<file path="src/verilog/zsc_pkg.sv">
// Package of constants for the zero-speed clamp and direction select block.
`default_nettype none

package zsc_pkg;

    // ****************************************************************
    // Clamp function select codes and range.
    // ****************************************************************
    localparam logic [2:0] CLAMP_SEL_LEVEL = 3'h0;
    localparam logic [2:0] CLAMP_SEL_TIMED = 3'h1;
    localparam logic [2:0] CLAMP_SEL_MAX = 3'h4;

    // ****************************************************************
    // Digital input function settings.
    // ****************************************************************
    localparam logic [5:0] FUNC_UNASSIGNED = 6'h00;
    localparam logic [5:0] CLAMP_SET_CLOSED = 6'h15;
    localparam logic [5:0] CLAMP_SET_OPEN = 6'h16;
    localparam logic [5:0] DIR_SET_CLOSED = 6'h19;
    localparam logic [5:0] DIR_SET_OPEN = 6'h14;

    // ****************************************************************
    // Zero speed width in 0.1 rps steps, timer in ms.
    // ****************************************************************
    localparam logic [7:0] ZERO_WIDTH_MIN = 8'h01;
    localparam logic [7:0] ZERO_WIDTH_MAX = 8'h14;
    localparam logic [7:0] ZERO_WIDTH_DEF = 8'h05;
    localparam logic [14:0] TIMER_MAX_MS = 15'h7530;
    localparam logic [14:0] TIMER_DEF_MS = 15'h000a;

    // ****************************************************************
    // Clock rate and the millisecond tick derived from it.
    // ****************************************************************
    localparam int CLK_HZ = 20000000;
    localparam int MS_PER_S = 1000;
    localparam int MS_CYCLES = CLK_HZ / MS_PER_S;

    // ****************************************************************
    // Lock state machine.
    // ****************************************************************
    typedef enum logic [1:0] {
        ST_RUN = 2'b00,
        ST_LOCK = 2'b01,
        ST_EXIT = 2'b10
    } zsc_state_e;

endpackage : zsc_pkg

`default_nettype wire

</file>
<file path="src/verilog/zsc_zero_cmp.sv">
// Magnitude compare of a signed speed against the zero speed width.
`timescale 1ns/1ps
`default_nettype none

module zsc_zero_cmp #(
    parameter int SPD_W = 16
) (
    input wire logic signed [SPD_W-1:0] i_speed, // Signed speed.
    input wire logic [7:0] i_width,              // Zero speed width.
    output logic o_is_zero,                      // Magnitude at or below.
    output logic [SPD_W-1:0] o_mag               // Speed magnitude.
);

    // Magnitude, then compare with the width widened to speed size.
    always_comb
    begin
        o_mag = i_speed[SPD_W-1] ? SPD_W'(-i_speed) : SPD_W'(i_speed);
        o_is_zero = (o_mag <= {{(SPD_W-8){1'b0}}, i_width});
    end

endmodule : zsc_zero_cmp
`default_nettype wire

</file>
<file path="src/verilog/zsc_clamp_dir.sv">
// Zero-speed clamp decision, exit ramp and rotation direction select.
//
// Behaviour
// - Select 0: lock when clamp input valid and command within zero width.
// - Select 0 clamp works only when clamp function is assigned to input.
// - Clamp input setting 21 or 22; active at low level.
// - Select 0: high clamp input level never clamps, even at low command speed.
// - Select 1: ignore input; lock after timed zero command and speed.
// - While locked hold captured position and drive displacement back.
// - Select 1: nonzero command exits lock, ramps at exit acceleration.
// - Zero width 0.1 to 2 rps, default 0.5; at or below is zero.
// - Clamp function select takes 0 to 4, default 0.
// - Speed follows the command; zero command holds zero speed.
// - Assigned run enable input off stops the motor whatever command.
// - Assigned direction switch overrides command sign for direction.
// - Direction switch setting 25 or 20; 0 means command sign rules.
// - No switch: setup 0 positive is clockwise; setup 1 reverses.
// - With switch: setup 0 high level clockwise; setup 1 inverts.
`timescale 1ns/1ps
`default_nettype none

module zsc_clamp_dir #(
    parameter int SPD_W = 16,
    parameter int POS_W = 32,
    parameter int MS_CYCLES = zsc_pkg::MS_CYCLES
) (
    input wire logic i_clk,                          // 20 MHz clock.
    input wire logic i_reset,                        // Async reset, high.
    input wire logic signed [SPD_W-1:0] i_speed_cmd, // Command, 0.1 rps.
    input wire logic signed [SPD_W-1:0] i_actual_speed, // Actual, 0.1 rps.
    input wire logic signed [POS_W-1:0] i_actual_position, // Shaft position.
    input wire logic [7:0] i_zero_speed_width,       // Width, 0.1 rps.
    input wire logic [14:0] i_motion_condition_timer, // Timer in ms.
    input wire logic [2:0] i_clamp_function_select,  // Clamp mode.
    input wire logic [SPD_W-1:0] i_clamp_exit_acceleration, // Per ms.
    input wire logic [5:0] i_clamp_input_setting,    // Clamp input func.
    input wire logic i_clamp_request_input,          // Clamp pin level.
    input wire logic [5:0] i_dir_input_setting,      // Direction func.
    input wire logic i_direction_switch_input,       // Direction pin level.
    input wire logic i_rotation_direction_setup,     // Direction invert.
    input wire logic i_run_enable_assigned,          // Run enable in use.
    input wire logic i_run_enable_input,             // Run enable logic.
    output logic o_position_lock,                    // Position lock active.
    output logic signed [POS_W-1:0] o_lock_position, // Captured position.
    output logic signed [POS_W-1:0] o_position_error, // Hold correction.
    output logic [SPD_W-1:0] o_speed_mag,            // Speed reference.
    output logic o_dir_cw,                           // Clockwise select.
    output logic o_motor_stop                        // Run enable stop.
);
    import zsc_pkg::*;

    localparam int MS_W = $clog2(MS_CYCLES);
    localparam logic [MS_W-1:0] MS_LAST = MS_W'(MS_CYCLES - 1);

    // ****************************************************************
    // Parameter conditioning and speed compares.
    // ****************************************************************
    logic [7:0] width_eff;
    logic [14:0] timer_eff;
    logic [2:0] sel_eff;
    logic cmd_zero_band;
    logic act_zero_band;
    logic [SPD_W-1:0] cmd_mag;
    logic cmd_is_zero;
    logic clamp_assigned;
    logic clamp_valid;
    logic dir_assigned;
    logic zero_cond;

    // Out-of-range settings saturate so the compare stays meaningful.
    always_comb
    begin
        if (i_zero_speed_width < ZERO_WIDTH_MIN)
            width_eff = ZERO_WIDTH_MIN;
        else if (i_zero_speed_width > ZERO_WIDTH_MAX)
            width_eff = ZERO_WIDTH_MAX;
        else
            width_eff = i_zero_speed_width;
        if (i_motion_condition_timer > TIMER_MAX_MS)
            timer_eff = TIMER_MAX_MS;
        else
            timer_eff = i_motion_condition_timer;
        if (i_clamp_function_select > CLAMP_SEL_MAX)
            sel_eff = CLAMP_SEL_MAX;
        else
            sel_eff = i_clamp_function_select;
    end

    zsc_zero_cmp #(.SPD_W(SPD_W)) u_cmd_cmp (
        .i_speed(i_speed_cmd),
        .i_width(width_eff),
        .o_is_zero(cmd_zero_band),
        .o_mag(cmd_mag)
    );

    zsc_zero_cmp #(.SPD_W(SPD_W)) u_act_cmp (
        .i_speed(i_actual_speed),
        .i_width(width_eff),
        .o_is_zero(act_zero_band),
        .o_mag()
    );

    // Input function decode; the clamp pin is active at low level.
    assign clamp_assigned = (i_clamp_input_setting == CLAMP_SET_CLOSED) ||
        (i_clamp_input_setting == CLAMP_SET_OPEN);
    assign clamp_valid = clamp_assigned && !i_clamp_request_input &&
        cmd_zero_band;
    assign dir_assigned = (i_dir_input_setting == DIR_SET_CLOSED) ||
        (i_dir_input_setting == DIR_SET_OPEN);
    assign cmd_is_zero = (cmd_mag == '0);
    assign zero_cond = cmd_is_zero && act_zero_band;

    // ****************************************************************
    // Millisecond tick and zero duration counter.
    // ****************************************************************
    logic [MS_W-1:0] ms_cnt_r;
    logic [MS_W-1:0] ms_cnt_nxt;
    logic ms_tick;
    logic [14:0] zero_ms_r;
    logic [14:0] zero_ms_nxt;

    // Free running tick; the duration count restarts on any break.
    always_comb
    begin
        ms_tick = (ms_cnt_r == MS_LAST);
        ms_cnt_nxt = ms_tick ? '0 : ms_cnt_r + 1'b1;
        if (!zero_cond)
            zero_ms_nxt = '0;
        else if (ms_tick && zero_ms_r != TIMER_MAX_MS)
            zero_ms_nxt = zero_ms_r + 1'b1;
        else
            zero_ms_nxt = zero_ms_r;
    end

    always_ff @(posedge i_clk or posedge i_reset)
    begin
        if (i_reset)
        begin
            ms_cnt_r <= '0;
            zero_ms_r <= '0;
        end
        else
        begin
            ms_cnt_r <= ms_cnt_nxt;
            zero_ms_r <= zero_ms_nxt;
        end
    end

    // ****************************************************************
    // Lock state machine, hold position and speed reference.
    // ****************************************************************
    zsc_state_e state_r;
    zsc_state_e state_nxt;
    logic lock_r;
    logic lock_nxt;
    logic signed [POS_W-1:0] lock_pos_r;
    logic signed [POS_W-1:0] lock_pos_nxt;
    logic signed [POS_W-1:0] pos_err_r;
    logic signed [POS_W-1:0] pos_err_nxt;
    logic [SPD_W-1:0] speed_mag_r;
    logic [SPD_W-1:0] speed_mag_nxt;
    logic dir_cw_r;
    logic dir_cw_nxt;
    logic stop_r;
    logic stop_nxt;
    logic [SPD_W:0] ramp_sum;
    logic enter_lock;
    logic run_off;

    // Lock entry per mode, exit ramp and direction choice.
    always_comb
    begin
        run_off = i_run_enable_assigned && !i_run_enable_input;
        ramp_sum = {1'b0, speed_mag_r} + {1'b0, i_clamp_exit_acceleration};
        enter_lock = 1'b0;
        if (sel_eff == CLAMP_SEL_LEVEL)
            enter_lock = clamp_valid;
        else if (sel_eff == CLAMP_SEL_TIMED)
            enter_lock = zero_cond && (zero_ms_r >= timer_eff);
        state_nxt = state_r;
        lock_pos_nxt = lock_pos_r;
        speed_mag_nxt = cmd_mag;
        case (state_r)
            ST_RUN:
            begin
                if (enter_lock)
                begin
                    state_nxt = ST_LOCK;
                    lock_pos_nxt = i_actual_position;
                end
            end
            ST_LOCK:
            begin
                speed_mag_nxt = '0;
                if (sel_eff == CLAMP_SEL_TIMED)
                begin
                    if (!cmd_is_zero)
                        state_nxt = ST_EXIT;
                end
                else if (!enter_lock)
                    state_nxt = ST_RUN;
            end
            ST_EXIT:
            begin
                speed_mag_nxt = speed_mag_r;
                if (ms_tick)
                begin
                    if (ramp_sum >= {1'b0, cmd_mag})
                    begin
                        speed_mag_nxt = cmd_mag;
                        state_nxt = ST_RUN;
                    end
                    else
                        speed_mag_nxt = ramp_sum[SPD_W-1:0];
                end
                if (cmd_is_zero)
                    state_nxt = ST_RUN;
                // A clamp that becomes valid mid-ramp locks at once.
                if (enter_lock)
                begin
                    state_nxt = ST_LOCK;
                    lock_pos_nxt = i_actual_position;
                end
            end
            default:
                state_nxt = ST_RUN;
        endcase
        lock_nxt = (state_nxt == ST_LOCK);
        pos_err_nxt = lock_nxt ? POS_W'(lock_pos_nxt - i_actual_position)
            : '0;
        stop_nxt = run_off;
        if (run_off)
            speed_mag_nxt = '0;
        if (dir_assigned)
            dir_cw_nxt = i_direction_switch_input ^
                i_rotation_direction_setup;
        else
            dir_cw_nxt = !i_speed_cmd[SPD_W-1] ^
                i_rotation_direction_setup;
    end

    always_ff @(posedge i_clk or posedge i_reset)
    begin
        if (i_reset)
        begin
            state_r <= ST_RUN;
            lock_r <= 1'b0;
            lock_pos_r <= '0;
            pos_err_r <= '0;
            speed_mag_r <= '0;
            dir_cw_r <= 1'b1;
            stop_r <= 1'b0;
        end
        else
        begin
            state_r <= state_nxt;
            lock_r <= lock_nxt;
            lock_pos_r <= lock_pos_nxt;
            pos_err_r <= pos_err_nxt;
            speed_mag_r <= speed_mag_nxt;
            dir_cw_r <= dir_cw_nxt;
            stop_r <= stop_nxt;
        end
    end

    // Outputs come straight from their flip-flops.
    assign o_position_lock = lock_r;
    assign o_lock_position = lock_pos_r;
    assign o_position_error = pos_err_r;
    assign o_speed_mag = speed_mag_r;
    assign o_dir_cw = dir_cw_r;
    assign o_motor_stop = stop_r;
endmodule : zsc_clamp_dir
`default_nettype wire

</file>
<file path="config.mk">
export PLATFORM = sky130hd
export DESIGN_NAME = zsc_clamp_dir
export DESIGN_NICKNAME = d
export VERILOG_FILES = /design/src/verilog/zsc_pkg.sv /design/src/verilog/zsc_zero_cmp.sv /design/src/verilog/zsc_clamp_dir.sv
export SDC_FILE = /design/constraint.sdc
export NUM_CORES = 1
export LEC_CHECK = 0
export BUFFER_PORTS_ARGS = -buffer_cell sky130_fd_sc_hd__buf_2
export CORE_UTILIZATION = 40
export CTS_CLUSTER_DIAMETER = 40
export DETAILED_ROUTE_END_ITERATION = 16
export SLEW_MARGIN = 25
export SYNTH_ARGS = -nofsm -noshare
export SYNTH_HDL_FRONTEND = slang
export SYNTH_SLANG_ARGS = --single-unit
</file>
<file path="constraint.sdc">
create_clock -name i_clk -period 5.6 [get_ports i_clk]
set_input_delay 0 -clock i_clk [delete_from_list [all_inputs] [get_ports i_clk]]
set_output_delay 0 -clock i_clk [all_outputs]
set_load 0.01 [all_outputs]
</file>
==> results.ini, run 1 <==
[status]
status=finished, violations left
violations=design-rule violations

[logic_synthesis]
synth_area_um2=9190
synthArstFlopShare_pct=100
yosysTopAreaCellShare_pct=31.0
synth_area_leader_cell=dfrtp_1
synth_edf_count=0
syn_avg_cell_area_um2=8.80
ys_top_cells_by_area=dfrtp_1 31%, ha_1 14%, nor2_1 4.2%
yosys_warnings=0
ys_ff_latch=115
synthCells=1044
synth_flop_cell=dfrtp_1
yosysSeqAreaShare_pct=31.3
synth_cell_types=82

[route]
viasPerCell=5.19
ant_nets=0
drtPass1Iterations=11
wl_mm=25.3
drc=2
drtIter0Drc=346
routed_wire_length_per_instance_um=15.3
vias=8571

[sta]
finalMaxSlewViolations=0
timing.final.ws_setup_ns=0.335
fin_hold_ws_ns=0.106
setup_viol=0
period_needed_ns=5.26
rsz0062_at_grt=no
period_share_pct=94.0
skew_ns=0.0148
finalHoldViolCount=0
max_slew_margin_pct=39.3
fmax_ghz=0.190
setup_tns_ns=0
tightest_slew_ns=0.911

[placed_design]
dpl.hpwl_mm=19.2
place_ws_ns=-0.197
dp_cells=1582
port_buffers=207
gp_congestion=0.853

[cts]
clk_latency_ns=0.42
clock-sinks=115
cts-root-buf=clkbuf_16
cts_tree=done
cts_buffer_depth=2
htree_num_levels=4
cts-buffers-inserted=17
clk_pin_slew_ns=0.06

[global_route]
grt-ovfl-total=0
grt_antenna_before_repair=0
grt_pass1_wl_mm=40.8
grt_max_degree=72
grt_pass1_vias=8387
grt_use_total_pct=21.5

[power_and_ir_drop]
ir_drop_uv=175
p_leak_uw=0.00618
total_power_uw=2580
powerDensity_nw_per_um2=216

[worst_setup_path]
ff2ff_setup_slack_ns=0.47
critPathLaunchType=input port
cp_max_fo=10
cp.arrival_ns=5.59
crit_type=in -> reg
end_kind=register
required_ns=5.93

[floorplan]
die_w_um=154
dieArea_um2=23600
rows=55
initial_utilization_pct=40.7
core_area_um2=22600
io_pins=208
die_h_um=154

[final_layout]
nFillCells=2145
mostFrequentLayoutCells=207 x buf_2, 114 x dfrtp_1, 105 x ha_1
syn2layout_area_growth_pct=30.1
drive_gt1_share_pct=26.4
multi_input_area_um2=5970
antenna_cells=0
final_cells=1653
final_common_cell=buf_2
seq_area_um2=2880
nNetsFinal=1587

[min_path]
hold_path.class=in -> reg

[flow_run]
maxCapViolCount=0

layout make-up:
type / instances / area share (%)
Clock buffer: 19 / 3.70
Sequential cell: 115 / 24.1
Timing Repair Buffer: 310 / 15.9
Tap cell: 285 / 2.98
Inverter: 75 / 2.37
Clock inverter: 13 / 1.05
Multi-Input combinational cell: 836 / 49.9
worst max-delay path, stage by stage:
cell	delay, ns
buf_2	0.10
or4_1	0.62
o41ai_2	0.28
xor2_1	0.23
inv_1	0.07
ha_1	0.31
nand4_1	0.10
or2_2	0.30
inv_1	0.07
o2111ai_1	0.16
or2_1	0.31
a21o_2	0.33
buf_4	0.24
mux2_2	0.30
ha_1	0.30
a211o_1	0.27
a21oi_1	0.20
a21oi_1	0.13
or3_1	0.33
o211ai_1	0.26
a31o_2	0.24
o21ai_0	0.12
a21o_1	0.17
a21oi_1	0.15
cells in the mapped netlist, types with 21 or more instances:
master and number:
a21oi_1 64, nor3_1 21, inv_1 75, nand2_1 85
nor2b_1 21, nand3_1 25, xnor2_1 42, nor2_1 104
ha_1 105, dfrtp_1 114, xor2_1 39, o21ai_0 69
routing by layer:
layer	vias up	global-route usage [%]	share of wire [%]
li1	4349	-	-
met1	3984	27.0	46
met5	-	0	0
met3	25	4.99	5.4
met4	0	5.33	1.2
met2	213	37.0	47
through the flow:
| stage | util, % | cell area, µm² |
|---|---|---|
| 3_3_place_gp | 48.6 | 11000 |
| 5_1_grt | 53.0 | 12000 |
| 3_5_place_dp | 48.6 | 11000 |
| 6_report | 53.0 | 12000 |
| 2_1_floorplan | - | 9210 |
| 4_1_cts | 52.7 | 11900 |
logic make-up (layout without fill, tap and decap cells):
logic type	count (synthesis)	in the layout	share of synthesized area [%]
AND/OR/NAND/NOR	353	353	18.8
AO/OA/AOI/OAI	252	253	18.2
flip-flops	115	115	31.3
adder cells (fa/ha/maj)	107	107	14.7
buffers and inverters	99	417	4.45
XOR/XNOR	81	81	7.72
multiplexers	36	36	4.75
other	1	6	0.0408
sequential cells by signal, indices dropped and copies added (netlist names):
name              cells
state_r               2
o_speed_mag          16
o_position_error     32
ms_cnt_r             15
o_position_lock       1
zero_ms_r            15
o_lock_position      32
o_dir_cw              1
o_motor_stop          1
power breakdown:
part           internal (µW)  total (µW)  switching [µW]
clock network            628        1060             437
registers                849         864            14.3
logic                    292         654             361
total                   1770        2580             812
path summary, 6_finish.rpt:
kind / startpoint / to / cells past startpoint
worst min-delay path: i_speed_cmd[0] / o_speed_mag[0] / 4
min in group asynchronous: i_reset / zero_ms_r[14] / 3
max in group asynchronous: i_reset / o_speed_mag[10] / 4
worst max-delay path: i_speed_cmd[3] / o_position_error[31] / 24
worst min register to register: ms_cnt_r[4] / ms_cnt_r[4] / 1
worst max register to register: o_speed_mag[0] / o_position_error[28] / 17
what timing repair did:
item                                    4_1_cts  5_1_grt
gates resized for setup                       0       11
hold buffers                                 37        0
endpoints found under the setup margin        0       13
setup buffers                                 0        1
hold endpoints to repair                    106        0
No activity file was read; power rests on OpenSTA's default activity.
==> run 2: changes to the inputs <==
CORE_MARGIN = 5   (was not set)
CTS_CLUSTER_DIAMETER = not set   (was 40)
==> run 2 against run 1 <==
The flow now finishes without violations. Sequential power is essentially flat. Setup slack gained 0.097 ns. Power grew 2.1%. Combinational power shrank 0.9%. First-iteration DRC count grew 19%. Clock skew grew 0.0011 ns. Sequential share of layout area shrank 0.068 points. Critical path depth grew 2. Non-clock buffer count shrank 3. Design area grew 0.28%. Highest routed layer is now met5.
==> results.ini, run 2 (synthesis gave the netlist of run 1 again) <==
[status]
status=completed

[worst_setup_path]
critPathLaunchType=input port
crit_slowest_cell=or4_1
rr_worst_depth=18  ; +1
crit_buf_inv=4  ; unchanged
cp_top_family=compound AO/OA/AOI/OAI gates
timing.rr.start=o_speed_mag[5]
crit_top_cell=a21oi_1
end_kind=register
ff2ff_setup_slack_ns=0.58  ; +0.11 ns
r2r-end=o_position_error[20]
cp_max_fo=11  ; +1
required_ns=5.94  ; about the same
max_stage_delay_ns=0.60  ; -0.02 ns
cp.arrival_ns=5.51  ; -0.08 ns
crit_type=in -> reg

[power_and_ir_drop]
seqPwrFrac_pct=32.8  ; -0.6 points
netSwitchingFraction_pct=29.3  ; -2.2 points
total_power_uw=2640  ; +2.1%
p_clk_share_pct=42.6  ; +1.4 points
p_int_uw=1860  ; +5.4%
p_leak_uw=0.00618  ; about the same
power.switching_uw=772  ; -5.0%
comb_power_share_pct=24.6  ; -0.7 points
powerDensity_nw_per_um2=220  ; +1.8%
ir_drop_uv=153  ; -13%

[floorplan]
initial_utilization_pct=40.6  ; -0.12 points
io_pins=208  ; unchanged
core_area_um2=22600  ; +0.31%
die_h_um=162  ; +5.2%
die_w_um=162  ; +5.2%
rows=55  ; unchanged
dieArea_um2=26100  ; +11%

[final_layout]
mostFrequentLayoutCells=207 x buf_2, 114 x dfrtp_1, 105 x ha_1
nNetsFinal=1583  ; -0.25%
fin_area_um2=12000  ; +0.28%
final_common_cell=buf_2
nFillCells=2160  ; +0.70%
syn2layout_area_growth_pct=30.5
drive_gt1_share_pct=26.2  ; -0.20 points
final_cells=1648  ; -0.30%
antenna_cells=0  ; unchanged

[min_path]
whs_path_depth=5  ; +1
hold_start=i_speed_cmd[14]
hold_path.class=in -> reg
min_to=o_speed_mag[14]

[global_route]
grt-ovfl-total=0  ; unchanged
grt_max_degree=59  ; -18%
grt_use_total_pct=19.8  ; -1.6 points
grt_antenna_before_repair=1  ; +1
grt_pass1_wl_mm=42.6  ; +4.5%
grt_pass1_vias=8740  ; +4.2%

[sta]
fmax_ghz=0.194  ; +1.9%
tightest_slew_ns=0.765  ; -0.146 ns
setup_viol=0  ; unchanged
finalHoldViolCount=0  ; unchanged
period_needed_ns=5.17  ; -0.0973 ns
period_share_pct=92.3  ; -1.7 points
max_slew_margin_pct=49.0  ; +9.7 points
finalMaxSlewViolations=0  ; unchanged
skew_ns=0.0159  ; +0.00108 ns
rsz0062_at_grt=no

[route]
drtIter0Drc=412  ; +19%
viasPerCell=5.18  ; -0.18%
drtPass1Iterations=5  ; -6
vias=8530  ; -0.48%
wl_mm=25.3  ; +0.25%
routed_wire_length_per_instance_um=15.4  ; +0.56%
drc=0  ; -2
ant_nets=0  ; unchanged

[flow_run]
maxCapViolCount=0  ; unchanged

[placed_design]
gp_congestion=0.855  ; +0.23%
dp_cells=1578  ; -0.25%
dpl.hpwl_mm=20.0  ; +3.8%
place_area_um2=11000  ; -0.10%
port_buffers=207  ; unchanged

[cts]
clk_latency_ns=0.42  ; about the same
cts_buffer_depth=2  ; unchanged
htree_num_levels=4  ; unchanged
cts-root-buf=clkbuf_16
cts_tree=done
clk_pin_slew_ns=0.06  ; about the same
clock-sinks=115  ; unchanged
cts-buffers-inserted=17  ; unchanged

==> run 2: changes by cell type in the layout (fill, tap and decap cells not counted), sizes merged, moves of 2 or more <==
cell and change:
inv -2, clkinv -3, buf -4, bufinv +2
==> run 2: layout make-up <==
type / count / area [µm²] / area share (%)
clock buffer: 20 / 457 / 3.81
clock inverter: 11 / 153 / 1.27
inverter: 75 / 284 / 2.37
multi-input combinational: 835 / 5970 / 49.8
sequential: 115 / 2880 / 24.0
tap: 285 / 357 / 2.97
timing repair buffer: 307 / 1890 / 15.8
==> run 2: repair_timing <==
| action | CTS | global route |
|---|---|---|
| hold buffers | 38 | 0 |
| hold endpoints to repair | 95 | 0 |
| gates resized for setup | 0 | 11 |
| endpoints found under the setup margin | 0 | 8 |
| setup buffers | 0 | 1 |
==> run 2: worst reg2reg max path: stages, from the launching register on <==
cell       delay, ns
dfrtp_1         0.40
ha_1            0.34
a2111oi_0       0.44
buf_4           0.20
o31ai_1         0.12
a21boi_0        0.30
o21bai_1        0.12
a21oi_1         0.24
o21ai_0         0.16
xor2_1          0.18
ha_1            0.29
nand2_1         0.07
nor4_1          0.43
o41ai_1         0.19
a31o_1          0.28
o21a_1          0.23
o211ai_4        0.52
buf_4           0.31
nor2_1          0.09
==> run 2: power by group through the flow <==
| stage | Combinational (µW) | Sequential [µW] | Clock, µW |
|---|---|---|---|
| finish | 648 | 865 | 1120 |
| global route | 741 | 867 | 1180 |
| CTS | 650 | 865 | 1150 |
| detailed placement | 624 | 879 | 0 |
| global placement | 618 | 879 | 0 |
| floorplan | 405 | 886 | 0 |
==> run 2: how the worst max path moves through the flow <==
stage,endpoint,slack (ns),from,depth (start not counted)
after floorplan,o_position_error[30],0.23,i_speed_cmd[3],26
after global placement,o_position_error[30],-0.14,i_speed_cmd[3],24
after detailed placement,o_position_error[30],-0.31,i_motion_condition_timer[11],26
after CTS,o_position_error[30],0.09,i_motion_condition_timer[11],26
after global routing,o_position_error[30],0.01,i_speed_cmd[3],26
final,o_position_error[31],0.43,i_speed_cmd[3],26
==> run 2: metal layers <==
metal | wire [µm] | global-route usage (%)
met1 | 11400 | 25.1
met2 | 12000 | 34.1
met3 | 1630 | 5.28
met4 | 311 | 4.38
met5 | 13 | 0
==> run 2: per-stage QoR <==
| stage | util, % | setup WS [ns] | setup TNS [ns] | hold WS, ns |
|---|---|---|---|---|
| after detailed placement | 48.4 | -0.307 | -1.21 | 0.169 |
| after floorplan | - | 0.230 | 0 | 0.0593 |
| final | 53.0 | 0.433 | 0 | 0.118 |
| after CTS | 52.8 | 0.0922 | 0 | 0.112 |
| after global placement | 48.4 | -0.138 | -0.242 | 0.160 |
| after global routing | 53.0 | 0.0121 | 0 | 0.169 |
